$ cat config.mk
export PLATFORM = sky130hd
export DESIGN_NAME = regulator_fault_supervisor
export DESIGN_NICKNAME = d
export VERILOG_FILES = /design/src/core/fault_sup_pkg.sv /design/src/core/regulator_fault_supervisor.sv /design/src/core/event_run_counter.sv
export SDC_FILE = /design/constraint.sdc
export NUM_CORES = 1
export LEC_CHECK = 0
export BUFFER_PORTS_ARGS = -buffer_cell sky130_fd_sc_hd__buf_2
export CORE_ASPECT_RATIO = 0.9
export CORE_UTILIZATION = 25
export CTS_CLUSTER_SIZE = 28
export DETAILED_ROUTE_END_ITERATION = 8
export SLEW_MARGIN = 5
export SYNTH_ARGS = -nofsm -noshare
export SYNTH_HDL_FRONTEND = slang
export SYNTH_SLANG_ARGS = --single-unit
$ cat constraint.sdc
create_clock -name clk_i -period 3.2 [get_ports clk_i]
set_input_delay 0.16 -clock clk_i [delete_from_list [all_inputs] [get_ports clk_i]]
set_output_delay 0.16 -clock clk_i [all_outputs]
set_load 0.01 [all_outputs]
$ cat src/core/fault_sup_pkg.sv
// Package with constants, types and the register map of the regulator fault supervisor.
package fault_sup_pkg;

  // ****************************************************************
  // Timing
  // ****************************************************************
  localparam int CLK_HZ = 20_000_000;
  localparam int CLK_PERIOD_NS = 50;
  localparam int HICCUP_MS = 20;
  localparam int HICCUP_CYCLES_DEF = HICCUP_MS * (CLK_HZ / 1000);
  localparam int NEG_PULSE_NS = 180;
  localparam int NEG_PULSE_CYCLES = (NEG_PULSE_NS + CLK_PERIOD_NS - 1) / CLK_PERIOD_NS;
  localparam int INIT_CYCLES = 16;
  localparam int OVERVOLT_DEGLITCH_DEF = 8;
  localparam int EVENT_LIMIT = 1024;
  localparam int EVENT_CNT_W = 11;

  // ****************************************************************
  // Register map and fields
  // ****************************************************************
  localparam logic [7:0] REG_CTRL = 8'h00;
  localparam logic [7:0] REG_STATUS = 8'h04;
  localparam logic [7:0] REG_CONFIG = 8'h08;
  localparam int CTRL_SW_ENABLE_BIT = 0;
  localparam logic CTRL_SW_ENABLE_RST = 1'b1;
  localparam int STATUS_STATE_LSB = 0;
  localparam int STATUS_CAUSE_LSB = 3;
  localparam int STATUS_FAST_BIT = 6;
  localparam int STATUS_POWER_GOOD_OUTPUT_BIT = 7;
  localparam int CONFIG_CODE0_LSB = 0;
  localparam int CONFIG_CODE1_LSB = 5;

  // ****************************************************************
  // Strap decode tables
  // ****************************************************************
  localparam logic [8:0] PEAK_LIMIT_DA [0:3] = '{9'h17c, 9'h14a, 9'h118, 9'h0e6};
  localparam logic [17:0] NEG_RATIO_NUM = 18'h0_0053;
  localparam logic [17:0] NEG_RATIO_DEN = 18'h0_0064;
  localparam logic [6:0] BUS_ADDR_BASE = 7'h30;
  localparam logic [4:0] FREQ_CODE_600 = 5'h06;
  localparam logic [4:0] FREQ_CODE_750 = 5'h0c;
  localparam logic [4:0] FREQ_CODE_1000 = 5'h12;
  localparam logic [4:0] FREQ_CODE_1200 = 5'h18;
  localparam logic [4:0] FREQ_CODE_2000 = 5'h1e;
  localparam logic [10:0] FREQ_500 = 11'h1f4;
  localparam logic [10:0] FREQ_600 = 11'h258;
  localparam logic [10:0] FREQ_750 = 11'h2ee;
  localparam logic [10:0] FREQ_1000 = 11'h3e8;
  localparam logic [10:0] FREQ_1200 = 11'h4b0;
  localparam logic [10:0] FREQ_2000 = 11'h7d0;
  localparam logic [4:0] SCENARIO_COUNT = 5'h06;

  // ****************************************************************
  // Types
  // ****************************************************************
  typedef enum logic [2:0] {SCN_A, SCN_B, SCN_C, SCN_D, SCN_E, SCN_F} scenario_t;
  typedef enum logic [2:0] {ST_INIT, ST_WAIT, ST_SOFT, ST_RUN, ST_HICCUP, ST_LATCHED} state_t;
  typedef enum logic [2:0] {
    CAUSE_NONE, CAUSE_OVERVOLT, CAUSE_PEAK, CAUSE_NEG, CAUSE_BOOT, CAUSE_TEMP, CAUSE_FAST, CAUSE_VIN
  } cause_t;

  typedef struct packed {
    logic [4:0] code_limit;
    logic [4:0] code_freq;
    logic [1:0] peak_sel;
    logic [8:0] peak_limit_da;
    logic [8:0] neg_limit_da;
    logic [6:0] bus_addr;
    logic [10:0] freq_khz;
    scenario_t scenario;
    logic edge_modulation_option;
  } cfg_t;

endpackage

$ cat src/core/regulator_fault_supervisor.sv
// Fault supervisor, hiccup timer and strap decoder of a step-down regulator.
//
// Design decisions made here: the address map and the address-and-strobe port.
`timescale 1ns/1ps

module regulator_fault_supervisor #(
  parameter int HICCUP_CYCLES = fault_sup_pkg::HICCUP_CYCLES_DEF,
  parameter int OVERVOLT_DEGLITCH = fault_sup_pkg::OVERVOLT_DEGLITCH_DEF
) (
  input wire logic clk_i,
  input wire logic rst_i,
  input wire logic output_overvoltage_trip_i,
  input wire logic peak_current_limit_i,
  input wire logic fast_overcurrent_trip_i,
  input wire logic negative_current_limit_i,
  input wire logic bootstrap_undervoltage_i,
  input wire logic overtemp_i,
  input wire logic vin_ok_i,
  input wire logic enable_i,
  input wire logic soft_start_done_i,
  input wire logic cycle_start_i,
  input wire logic [4:0] strap_pin_limit_addr_i,
  input wire logic [4:0] strap_pin_freq_scenario_i,
  input wire logic [7:0] reg_addr_i,
  input wire logic [31:0] reg_wdata_i,
  input wire logic reg_wr_i,
  input wire logic reg_rd_i,
  output logic [31:0] reg_rdata_o,
  output logic switch_enable_o,
  output logic high_side_off_o,
  output logic high_side_on_o,
  output logic power_good_output_o,
  output logic power_good_output_oe_o,
  output fault_sup_pkg::cfg_t config_o
);

  localparam int HIC_W = $clog2(HICCUP_CYCLES + 1);
  localparam int DEG_W = $clog2(OVERVOLT_DEGLITCH + 1);
  localparam int INIT_W = $clog2(fault_sup_pkg::INIT_CYCLES + 1);
  localparam int PULSE_W = $clog2(fault_sup_pkg::NEG_PULSE_CYCLES + 1);

  // ****************************************************************
  // Sequencer state
  // ****************************************************************
  fault_sup_pkg::state_t state;
  fault_sup_pkg::state_t next_state;
  fault_sup_pkg::cause_t cause;
  fault_sup_pkg::cause_t next_cause;
  fault_sup_pkg::cfg_t next_cfg;
  logic [INIT_W-1:0] init_cnt;
  logic [INIT_W-1:0] next_init_cnt;
  logic [HIC_W-1:0] hiccup_cnt;
  logic [HIC_W-1:0] next_hiccup_cnt;
  logic [DEG_W-1:0] deg_cnt;
  logic [DEG_W-1:0] next_deg_cnt;
  logic next_switch_enable;
  logic next_pg_oe;
  logic switching;
  logic peak_trip;
  logic neg_trip;
  logic sw_enable;
  logic next_sw_enable;
  logic [31:0] next_rdata;

  // ****************************************************************
  // Per-cycle current limiting state
  // ****************************************************************
  logic peak_seen;
  logic next_peak_seen;
  logic neg_seen;
  logic next_neg_seen;
  logic next_hs_off;
  logic [PULSE_W-1:0] pulse_cnt;
  logic [PULSE_W-1:0] next_pulse_cnt;
  logic cycle_end;

  assign switching = (state == fault_sup_pkg::ST_SOFT) || (state == fault_sup_pkg::ST_RUN);
  assign cycle_end = switching && cycle_start_i;

  // Strap decode: the comparator bank delivers one of 32 codes per pin.
  function automatic fault_sup_pkg::cfg_t decode_straps(input logic [4:0] code0, input logic [4:0] code1);
    fault_sup_pkg::cfg_t c;
    c.code_limit = code0;
    c.code_freq = code1;
    c.peak_sel = code0[4:3];
    c.peak_limit_da = fault_sup_pkg::PEAK_LIMIT_DA[code0[4:3]];
    c.neg_limit_da = 9'((18'(c.peak_limit_da) * fault_sup_pkg::NEG_RATIO_NUM) / fault_sup_pkg::NEG_RATIO_DEN);
    c.bus_addr = fault_sup_pkg::BUS_ADDR_BASE | {4'h0, code0[2:0]};
    if (code1 >= fault_sup_pkg::FREQ_CODE_2000) begin
      c.freq_khz = fault_sup_pkg::FREQ_2000;
    end else if (code1 >= fault_sup_pkg::FREQ_CODE_1200) begin
      c.freq_khz = fault_sup_pkg::FREQ_1200;
    end else if (code1 >= fault_sup_pkg::FREQ_CODE_1000) begin
      c.freq_khz = fault_sup_pkg::FREQ_1000;
    end else if (code1 >= fault_sup_pkg::FREQ_CODE_750) begin
      c.freq_khz = fault_sup_pkg::FREQ_750;
    end else if (code1 >= fault_sup_pkg::FREQ_CODE_600) begin
      c.freq_khz = fault_sup_pkg::FREQ_600;
    end else begin
      c.freq_khz = fault_sup_pkg::FREQ_500;
    end
    c.scenario = fault_sup_pkg::scenario_t'(3'(code1 % fault_sup_pkg::SCENARIO_COUNT));
    c.edge_modulation_option = (c.scenario >= fault_sup_pkg::SCN_C);
    return c;
  endfunction

  // ****************************************************************
  // Current-limit event counters
  // ****************************************************************
  event_run_counter #(
    .WIDTH(fault_sup_pkg::EVENT_CNT_W),
    .LIMIT(fault_sup_pkg::EVENT_LIMIT)
  ) u_peak_count (
    .clk_i(clk_i),
    .rst_i(rst_i),
    .clear_i(!switching),
    .cycle_end_i(cycle_end),
    .event_i(peak_seen),
    .trip_o(peak_trip)
  );

  event_run_counter #(
    .WIDTH(fault_sup_pkg::EVENT_CNT_W),
    .LIMIT(fault_sup_pkg::EVENT_LIMIT)
  ) u_neg_count (
    .clk_i(clk_i),
    .rst_i(rst_i),
    .clear_i(!switching),
    .cycle_end_i(cycle_end),
    .event_i(neg_seen),
    .trip_o(neg_trip)
  );

  // ****************************************************************
  // Startup, shutdown and hiccup sequencer
  // ****************************************************************

  // Computes the next sequencer state, the hiccup timer and the deglitch count.
  always_comb begin
    next_state = state;
    next_cause = cause;
    next_cfg = config_o;
    next_init_cnt = init_cnt;
    next_hiccup_cnt = hiccup_cnt;
    next_deg_cnt = '0;
    unique case (state)
      fault_sup_pkg::ST_INIT: begin
        if (init_cnt == INIT_W'(fault_sup_pkg::INIT_CYCLES - 1)) begin
          next_cfg = decode_straps(strap_pin_limit_addr_i, strap_pin_freq_scenario_i);
          next_state = fault_sup_pkg::ST_WAIT;
        end else begin
          next_init_cnt = init_cnt + INIT_W'(1);
        end
      end
      fault_sup_pkg::ST_WAIT: begin
        if (vin_ok_i && enable_i && sw_enable) begin
          next_state = fault_sup_pkg::ST_SOFT;
        end
      end
      fault_sup_pkg::ST_SOFT, fault_sup_pkg::ST_RUN: begin
        // Overvoltage is only watched once the soft-start ramp is over.
        if (state == fault_sup_pkg::ST_RUN && output_overvoltage_trip_i) begin
          next_deg_cnt = deg_cnt + DEG_W'(1);
        end
        next_hiccup_cnt = '0;
        if (fast_overcurrent_trip_i) begin
          next_state = fault_sup_pkg::ST_LATCHED;
          next_cause = fault_sup_pkg::CAUSE_FAST;
        end else if (!enable_i || !sw_enable) begin
          next_state = fault_sup_pkg::ST_WAIT;
        end else if (!vin_ok_i) begin
          next_state = fault_sup_pkg::ST_HICCUP;
          next_cause = fault_sup_pkg::CAUSE_VIN;
        end else if (next_deg_cnt == DEG_W'(OVERVOLT_DEGLITCH)) begin
          next_state = fault_sup_pkg::ST_HICCUP;
          next_cause = fault_sup_pkg::CAUSE_OVERVOLT;
        end else if (peak_trip) begin
          next_state = fault_sup_pkg::ST_HICCUP;
          next_cause = fault_sup_pkg::CAUSE_PEAK;
        end else if (neg_trip) begin
          next_state = fault_sup_pkg::ST_HICCUP;
          next_cause = fault_sup_pkg::CAUSE_NEG;
        end else if (bootstrap_undervoltage_i) begin
          next_state = fault_sup_pkg::ST_HICCUP;
          next_cause = fault_sup_pkg::CAUSE_BOOT;
        end else if (overtemp_i) begin
          next_state = fault_sup_pkg::ST_HICCUP;
          next_cause = fault_sup_pkg::CAUSE_TEMP;
        end else if (state == fault_sup_pkg::ST_SOFT && soft_start_done_i) begin
          next_state = fault_sup_pkg::ST_RUN;
        end
      end
      fault_sup_pkg::ST_HICCUP: begin
        // Level faults hold the timer at zero so the 20ms run after they clear.
        if (bootstrap_undervoltage_i || overtemp_i || !vin_ok_i) begin
          next_hiccup_cnt = '0;
        end else if (hiccup_cnt == HIC_W'(HICCUP_CYCLES - 1)) begin
          if (!output_overvoltage_trip_i) begin
            next_state = fault_sup_pkg::ST_WAIT;
          end
        end else begin
          next_hiccup_cnt = hiccup_cnt + HIC_W'(1);
        end
      end
      fault_sup_pkg::ST_LATCHED: begin
        next_state = fault_sup_pkg::ST_LATCHED;
      end
      default: begin
        next_state = fault_sup_pkg::ST_INIT;
      end
    endcase
    next_switch_enable = (next_state == fault_sup_pkg::ST_SOFT) || (next_state == fault_sup_pkg::ST_RUN);
    next_pg_oe = (next_state != fault_sup_pkg::ST_RUN);
  end

  // Registers the sequencer state.
  always_ff @(posedge clk_i or posedge rst_i) begin
    if (rst_i) begin
      state <= fault_sup_pkg::ST_INIT;
      cause <= fault_sup_pkg::CAUSE_NONE;
      config_o <= '0;
      init_cnt <= '0;
      hiccup_cnt <= '0;
      deg_cnt <= '0;
      switch_enable_o <= 1'b0;
      power_good_output_oe_o <= 1'b1;
      power_good_output_o <= 1'b0;
    end else begin
      state <= next_state;
      cause <= next_cause;
      config_o <= next_cfg;
      init_cnt <= next_init_cnt;
      hiccup_cnt <= next_hiccup_cnt;
      deg_cnt <= next_deg_cnt;
      switch_enable_o <= next_switch_enable;
      power_good_output_oe_o <= next_pg_oe;
      power_good_output_o <= 1'b0;
    end
  end

  // ****************************************************************
  // Cycle-by-cycle current limiting
  // ****************************************************************

  // Tracks limit hits within the current cycle and times the forced high-side pulse.
  always_comb begin
    next_peak_seen = peak_seen | peak_current_limit_i;
    next_neg_seen = neg_seen | negative_current_limit_i;
    next_hs_off = high_side_off_o | peak_current_limit_i;
    next_pulse_cnt = pulse_cnt;
    if (pulse_cnt != '0) begin
      next_pulse_cnt = pulse_cnt - PULSE_W'(1);
    end
    // No forced pulse is started on the edge at which switching stops; a pulse still running when switching stops is cut short.
    if (negative_current_limit_i && !neg_seen && pulse_cnt == '0 && next_switch_enable) begin
      next_pulse_cnt = PULSE_W'(fault_sup_pkg::NEG_PULSE_CYCLES);
    end
    if (cycle_start_i) begin
      // A hit in the boundary cycle belongs to the new cycle.
      next_peak_seen = peak_current_limit_i;
      next_neg_seen = negative_current_limit_i;
      next_hs_off = peak_current_limit_i;
    end
    if (!switching) begin
      next_peak_seen = 1'b0;
      next_neg_seen = 1'b0;
      next_hs_off = 1'b0;
      next_pulse_cnt = '0;
    end
  end

  // Registers the limiting state and the switch overrides.
  always_ff @(posedge clk_i or posedge rst_i) begin
    if (rst_i) begin
      peak_seen <= 1'b0;
      neg_seen <= 1'b0;
      high_side_off_o <= 1'b0;
      pulse_cnt <= '0;
      high_side_on_o <= 1'b0;
    end else begin
      peak_seen <= next_peak_seen;
      neg_seen <= next_neg_seen;
      high_side_off_o <= next_hs_off;
      pulse_cnt <= next_pulse_cnt;
      high_side_on_o <= (next_pulse_cnt != '0);
    end
  end

  // ****************************************************************
  // Register port
  // ****************************************************************

  // Decodes writes to the control register and builds the read answer.
  always_comb begin
    next_sw_enable = sw_enable;
    next_rdata = '0;
    if (reg_wr_i && reg_addr_i == fault_sup_pkg::REG_CTRL) begin
      next_sw_enable = reg_wdata_i[fault_sup_pkg::CTRL_SW_ENABLE_BIT];
    end
    if (reg_rd_i) begin
      unique case (reg_addr_i)
        fault_sup_pkg::REG_CTRL: begin
          next_rdata[fault_sup_pkg::CTRL_SW_ENABLE_BIT] = sw_enable;
        end
        fault_sup_pkg::REG_STATUS: begin
          next_rdata[fault_sup_pkg::STATUS_STATE_LSB +: 3] = state;
          next_rdata[fault_sup_pkg::STATUS_CAUSE_LSB +: 3] = cause;
          next_rdata[fault_sup_pkg::STATUS_FAST_BIT] = (state == fault_sup_pkg::ST_LATCHED);
          next_rdata[fault_sup_pkg::STATUS_POWER_GOOD_OUTPUT_BIT] = !power_good_output_oe_o;
        end
        fault_sup_pkg::REG_CONFIG: begin
          next_rdata[fault_sup_pkg::CONFIG_CODE0_LSB +: 5] = config_o.code_limit;
          next_rdata[fault_sup_pkg::CONFIG_CODE1_LSB +: 5] = config_o.code_freq;
        end
        default: begin
          next_rdata = '0;
        end
      endcase
    end
  end

  // Registers the control bit and the read data.
  always_ff @(posedge clk_i or posedge rst_i) begin
    if (rst_i) begin
      sw_enable <= fault_sup_pkg::CTRL_SW_ENABLE_RST;
      reg_rdata_o <= '0;
    end else begin
      sw_enable <= next_sw_enable;
      reg_rdata_o <= next_rdata;
    end
  end

endmodule

$ cat src/core/event_run_counter.sv
// Up-down counter of current-limit switching cycles with trip flag.
`timescale 1ns/1ps
module event_run_counter #(
  parameter int WIDTH = fault_sup_pkg::EVENT_CNT_W,
  parameter int LIMIT = fault_sup_pkg::EVENT_LIMIT
) (
  input wire logic clk_i,
  input wire logic rst_i,
  input wire logic clear_i,
  input wire logic cycle_end_i,
  input wire logic event_i,
  output logic trip_o
);

  logic [WIDTH-1:0] count;
  logic [WIDTH-1:0] next_count;
  logic next_trip;

  // Counts up on event cycles, down toward zero otherwise, and clears when switching stops.
  always_comb begin
    next_count = count;
    if (clear_i) begin
      next_count = '0;
    end else if (cycle_end_i) begin
      if (event_i) begin
        if (count != '1) begin
          next_count = count + WIDTH'(1);
        end
      end else if (count != '0) begin
        next_count = count - WIDTH'(1);
      end
    end
    next_trip = !clear_i && (next_count > WIDTH'(LIMIT));
  end

  // Registers the count and the trip flag.
  always_ff @(posedge clk_i or posedge rst_i) begin
    if (rst_i) begin
      count <= '0;
      trip_o <= 1'b0;
    end else begin
      count <= next_count;
      trip_o <= next_trip;
    end
  end

endmodule

==> results.toml <==
[power]
irDropWorstVdd_mv = 0.378
leakagePower_nw = 3.87
p_per_area_nw_per_um2 = 451

[critical_path]
max_stage_delay_ps = 600
crit_path_cell_trace = "inv_1 > ha_1 > nor3b_1 > a41oi_1 > and4b_1 > a31o_1 > xnor2_1 > nor2_1 > or4_1 > o41a_1"
cp-start-kind = "flop"
worstPathArrival_ps = 3330
cp_max_fo = 7
reg2regPathDepth = 10
slowest_stage = "or4_1"
criticalPathCategory = "reg -> reg"
regToRegSetupSlack_ps = 160
reg2reg_from = "u_peak_count.count[1]$_DFF_PP0_"
crit_required_ps = 3490
cp-end-kind = "flop"
r2r_end = "u_peak_count.trip_o$_DFF_PP0_"

[placement]
place_area_um2 = 8000
globalplace.congestion = 0.835
dpl.hpwl_um = 13800
portBuffers = 94

[worst_hold_path]
min_path_type = "in -> reg"
hold-path-endpoint = "config_o[42]$_DFFE_PP0P_"
hold_path_depth = 2
hold_path.startpoint = "strap_pin_freq_scenario_i[0]"

[drt]
antenna_left = 0
routed_wl_um = 18600
wire_per_inst_um = 14.3
drt_iter0_markers = 432
first_pass_iters = 5
via_count = 6147
vias_per_cell = 4.74
drc = 0

[timing]
final_max_slew_viol_count = 0
hold_viol_final = 0
slew_headroom = 0.409
worst_clock_skew_ps = 7.64
setup_viol = 0
finalCritPeriodShare = 0.951
period_minus_slack_ps = 3040
rsz0062_at_grt = "no"
max_freq_mhz = 328
tightest_slew_ps = 878

[flow_run]
drv_cap = 0

[synthesis]
syn_inst = 814
yosys_register_bits = 113
synth_seq_area_share = 0.396
synth-edff-count = 0
syn_area_um2 = 7140
synthDistinctLibCells = 78
avgSynthCellArea_um2 = 8.78
synthArstFlopShare = 1.00
ys.flop_type = "dfrtp_1"
ys_warn_count = 0

[clock_tree]
cts_tree = "yes"
clk_latency_ps = 420
clk_path_buf_depth = 2
htreeDepth = 4
cts.sinks = 113
cts_resized = 0
clock-root-buffer = "clkbuf_16"
clk_pin_slew_worst_paths_ps = 60
post_cts_buffers = 0
cts_inserted_buffers = 17

[finish]
final_util = 0.310
drive_gt1_frac = 0.210
area_growth_pct = 21.6
fin_nets = 1020
final_cell_area_um2 = 8680

[status]
status = "finished clean"

[die]
die-width_um = 180
die_h_um = 162
ios = 153
die-area_um2 = 29300
start_util = 0.255
rows = 58
core_um2 = 28000

[global_route]
grt_max_degree = 66
gr-total-overflow = 0
antenna_found_initial = 2
grt_pass1_vias = 5897
grt_usage = 0.131
grt_pass1_wl_um = 30600
## stage by stage
step	setup TNS, ps	instances	total power [mW]	setup WS (ps)	hold WS [ps]
floorplan	0	842	1.82	48.5	287
global placement	-57.4	1259	1.94	-57.4	320
detailed placement	-86.1	1259	1.95	-86.1	328
CTS	0	1297	3.96	191	5.20
global route	0	1298	4.09	20.1	17.5
finish	0	1298	3.92	156	23.1
## critical path, delay by kind of cell (launching register included)
kind | cells | cell delay [ps]
fa+ha+maj | 1 | 140
buf+inv | 1 | 90
flops | 1 | 370
compound gates | 3 | 940
xor+xnor | 1 | 130
simple gates | 4 | 1230
## layer usage
metal / GRT usage / vias to the layer above / part of all wire
li1: - / 3051 / -
met1: 0.175 / 2915 / 0.48
met2: 0.208 / 152 / 0.46
met3: 0.0235 / 29 / 0.039
met4: 0.0591 / 0 / 0.023
met5: 0 / - / 0
## cells by family after synthesis
| kind of cell | count (synthesis) | synth area share |
|---|---|---|
| AOI/OAI and AO/OA | 176 | 0.162 |
| adders and majority gates | 32 | 0.0561 |
| other | 1 | 0.000525 |
| and+or+nand+nor | 331 | 0.231 |
| buffers and inverters | 111 | 0.0878 |
| DFF | 113 | 0.396 |
| muxes | 16 | 0.0245 |
| xor gates and xnor gates | 34 | 0.0417 |
## worst max path at each step
stage / slack, ps / to / from / cells after the start
2_1_floorplan: 50 / config_o[29]$_DFFE_PP0P_ / strap_pin_limit_addr_i[3] / 14
3_3_place_gp: -60 / config_o[29]$_DFFE_PP0P_ / strap_pin_limit_addr_i[3] / 15
3_5_place_dp: -90 / config_o[29]$_DFFE_PP0P_ / strap_pin_limit_addr_i[3] / 15
4_1_cts: 190 / u_peak_count.trip_o$_DFF_PP0_ / u_peak_count.count[1]$_DFF_PP0_ / 10
5_1_grt: 20 / u_peak_count.trip_o$_DFF_PP0_ / u_peak_count.count[0]$_DFF_PP0_ / 10
6_report: 160 / u_peak_count.trip_o$_DFF_PP0_ / u_peak_count.count[1]$_DFF_PP0_ / 10
## cells in the final DEF (no fill, tap or decap), types with 5 or more instances in the layout
| cell | netlist | final |
|---|---|---|
| nand3_1 | 17 | 17 |
| o31ai_1 | 9 | 9 |
| dfrtp_1 | 111 | 111 |
| conb_1 | 1 | 29 |
| and3_1 | 12 | 12 |
| xnor2_1 | 23 | 23 |
| nand2b_1 | 11 | 11 |
| a21oi_1 | 24 | 24 |
| a22oi_1 | 11 | 11 |
| nand4b_1 | 5 | 5 |
| buf_2 | 4 | 94 |
| dlygate4sd3_1 | 0 | 6 |
| nor2b_1 | 18 | 18 |
| mux2_2 | 12 | 12 |
| ha_1 | 32 | 30 |
| nand4_1 | 17 | 17 |
| a31oi_1 | 9 | 9 |
| or4_1 | 6 | 6 |
| nor4_1 | 8 | 8 |
| o21ai_0 | 68 | 68 |
| nor2_1 | 77 | 77 |
| xor2_1 | 11 | 11 |
| nand2_1 | 98 | 97 |
| nor3_1 | 26 | 26 |
| inv_1 | 33 | 32 |
| buf_4 | 40 | 39 |
| nor3b_1 | 6 | 6 |
| or3_1 | 6 | 6 |
| a21o_1 | 6 | 6 |
| clkbuf_16 | 0 | 17 |
## sequential cells by signal, indices dropped and copies added, names as in the netlist, 3 cells and up
register and cells:
reg_rdata_o 10, config_o 35, deg_cnt 4, pulse_cnt 3
hiccup_cnt 19, init_cnt 5, state 3, u_peak_count.count 11
cause 3, u_neg_count.count 11
## area by class of cell
| cell class | count | area (um2) |
|---|---|---|
| Fill cell | 2963 | 19300 |
| Tap cell | 360 | 450 |
| Sequential cell | 113 | 2830 |
| Clock buffer | 18 | 439 |
| Multi-Input combinational cell | 618 | 3810 |
| Inverter | 34 | 130 |
| Antenna cell | 1 | 2.50 |
| Timing Repair Buffer | 140 | 843 |
| Clock inverter | 14 | 179 |
## timing repair
action                     CTS  global route
setup endpoints to repair    0             0
hold endpoints to repair    53             0
hold buffers                 6             0
## Yosys cell counts, types with 3 or more instances
cell type  instances  area share
a211oi_1           3      0.0032
a21o_1             6      0.0063
a21oi_1           24       0.017
a221oi_1           3      0.0037
a22oi_1           11       0.012
a311oi_1           3      0.0037
a31oi_1            9      0.0079
a41oi_1            3      0.0037
and2_1             3      0.0026
and3_1            12       0.011
and4_1             4      0.0049
buf_2              4      0.0028
buf_4             40       0.042
buf_6              4      0.0063
clkbuf_1          24       0.013
dfrtp_1          111        0.39
ha_1              32       0.056
inv_1             33       0.017
mux2_2            12       0.019
mux2i_1            4      0.0056
nand2_1           98       0.051
nand2b_1          11      0.0096
nand3_1           17       0.012
nand3b_1           3      0.0032
nand4_1           17       0.015
nand4b_1           5      0.0061
nor2_1            77       0.040
nor2b_1           18       0.016
nor3_1            26       0.018
nor3b_1            6      0.0063
nor4_1             8      0.0070
nor4b_1            4      0.0049
o21a_1             3      0.0032
o21ai_0           68       0.048
o31ai_1            9      0.0095
or2_2              3      0.0026
or3_1              6      0.0053
or4_1              6      0.0063
xnor2_1           23       0.028
xor2_1            11       0.013
## where the power goes
| group | internal (mW) | switching [mW] | total (mW) |
|---|---|---|---|
| Combinational | 0.203 | 0.254 | 0.456 |
| Sequential | 1.45 | 0.0241 | 1.47 |
| Clock | 1.26 | 0.734 | 1.99 |
| Total | 2.91 | 1.01 | 3.92 |
(Power assumes the default switching activity.)
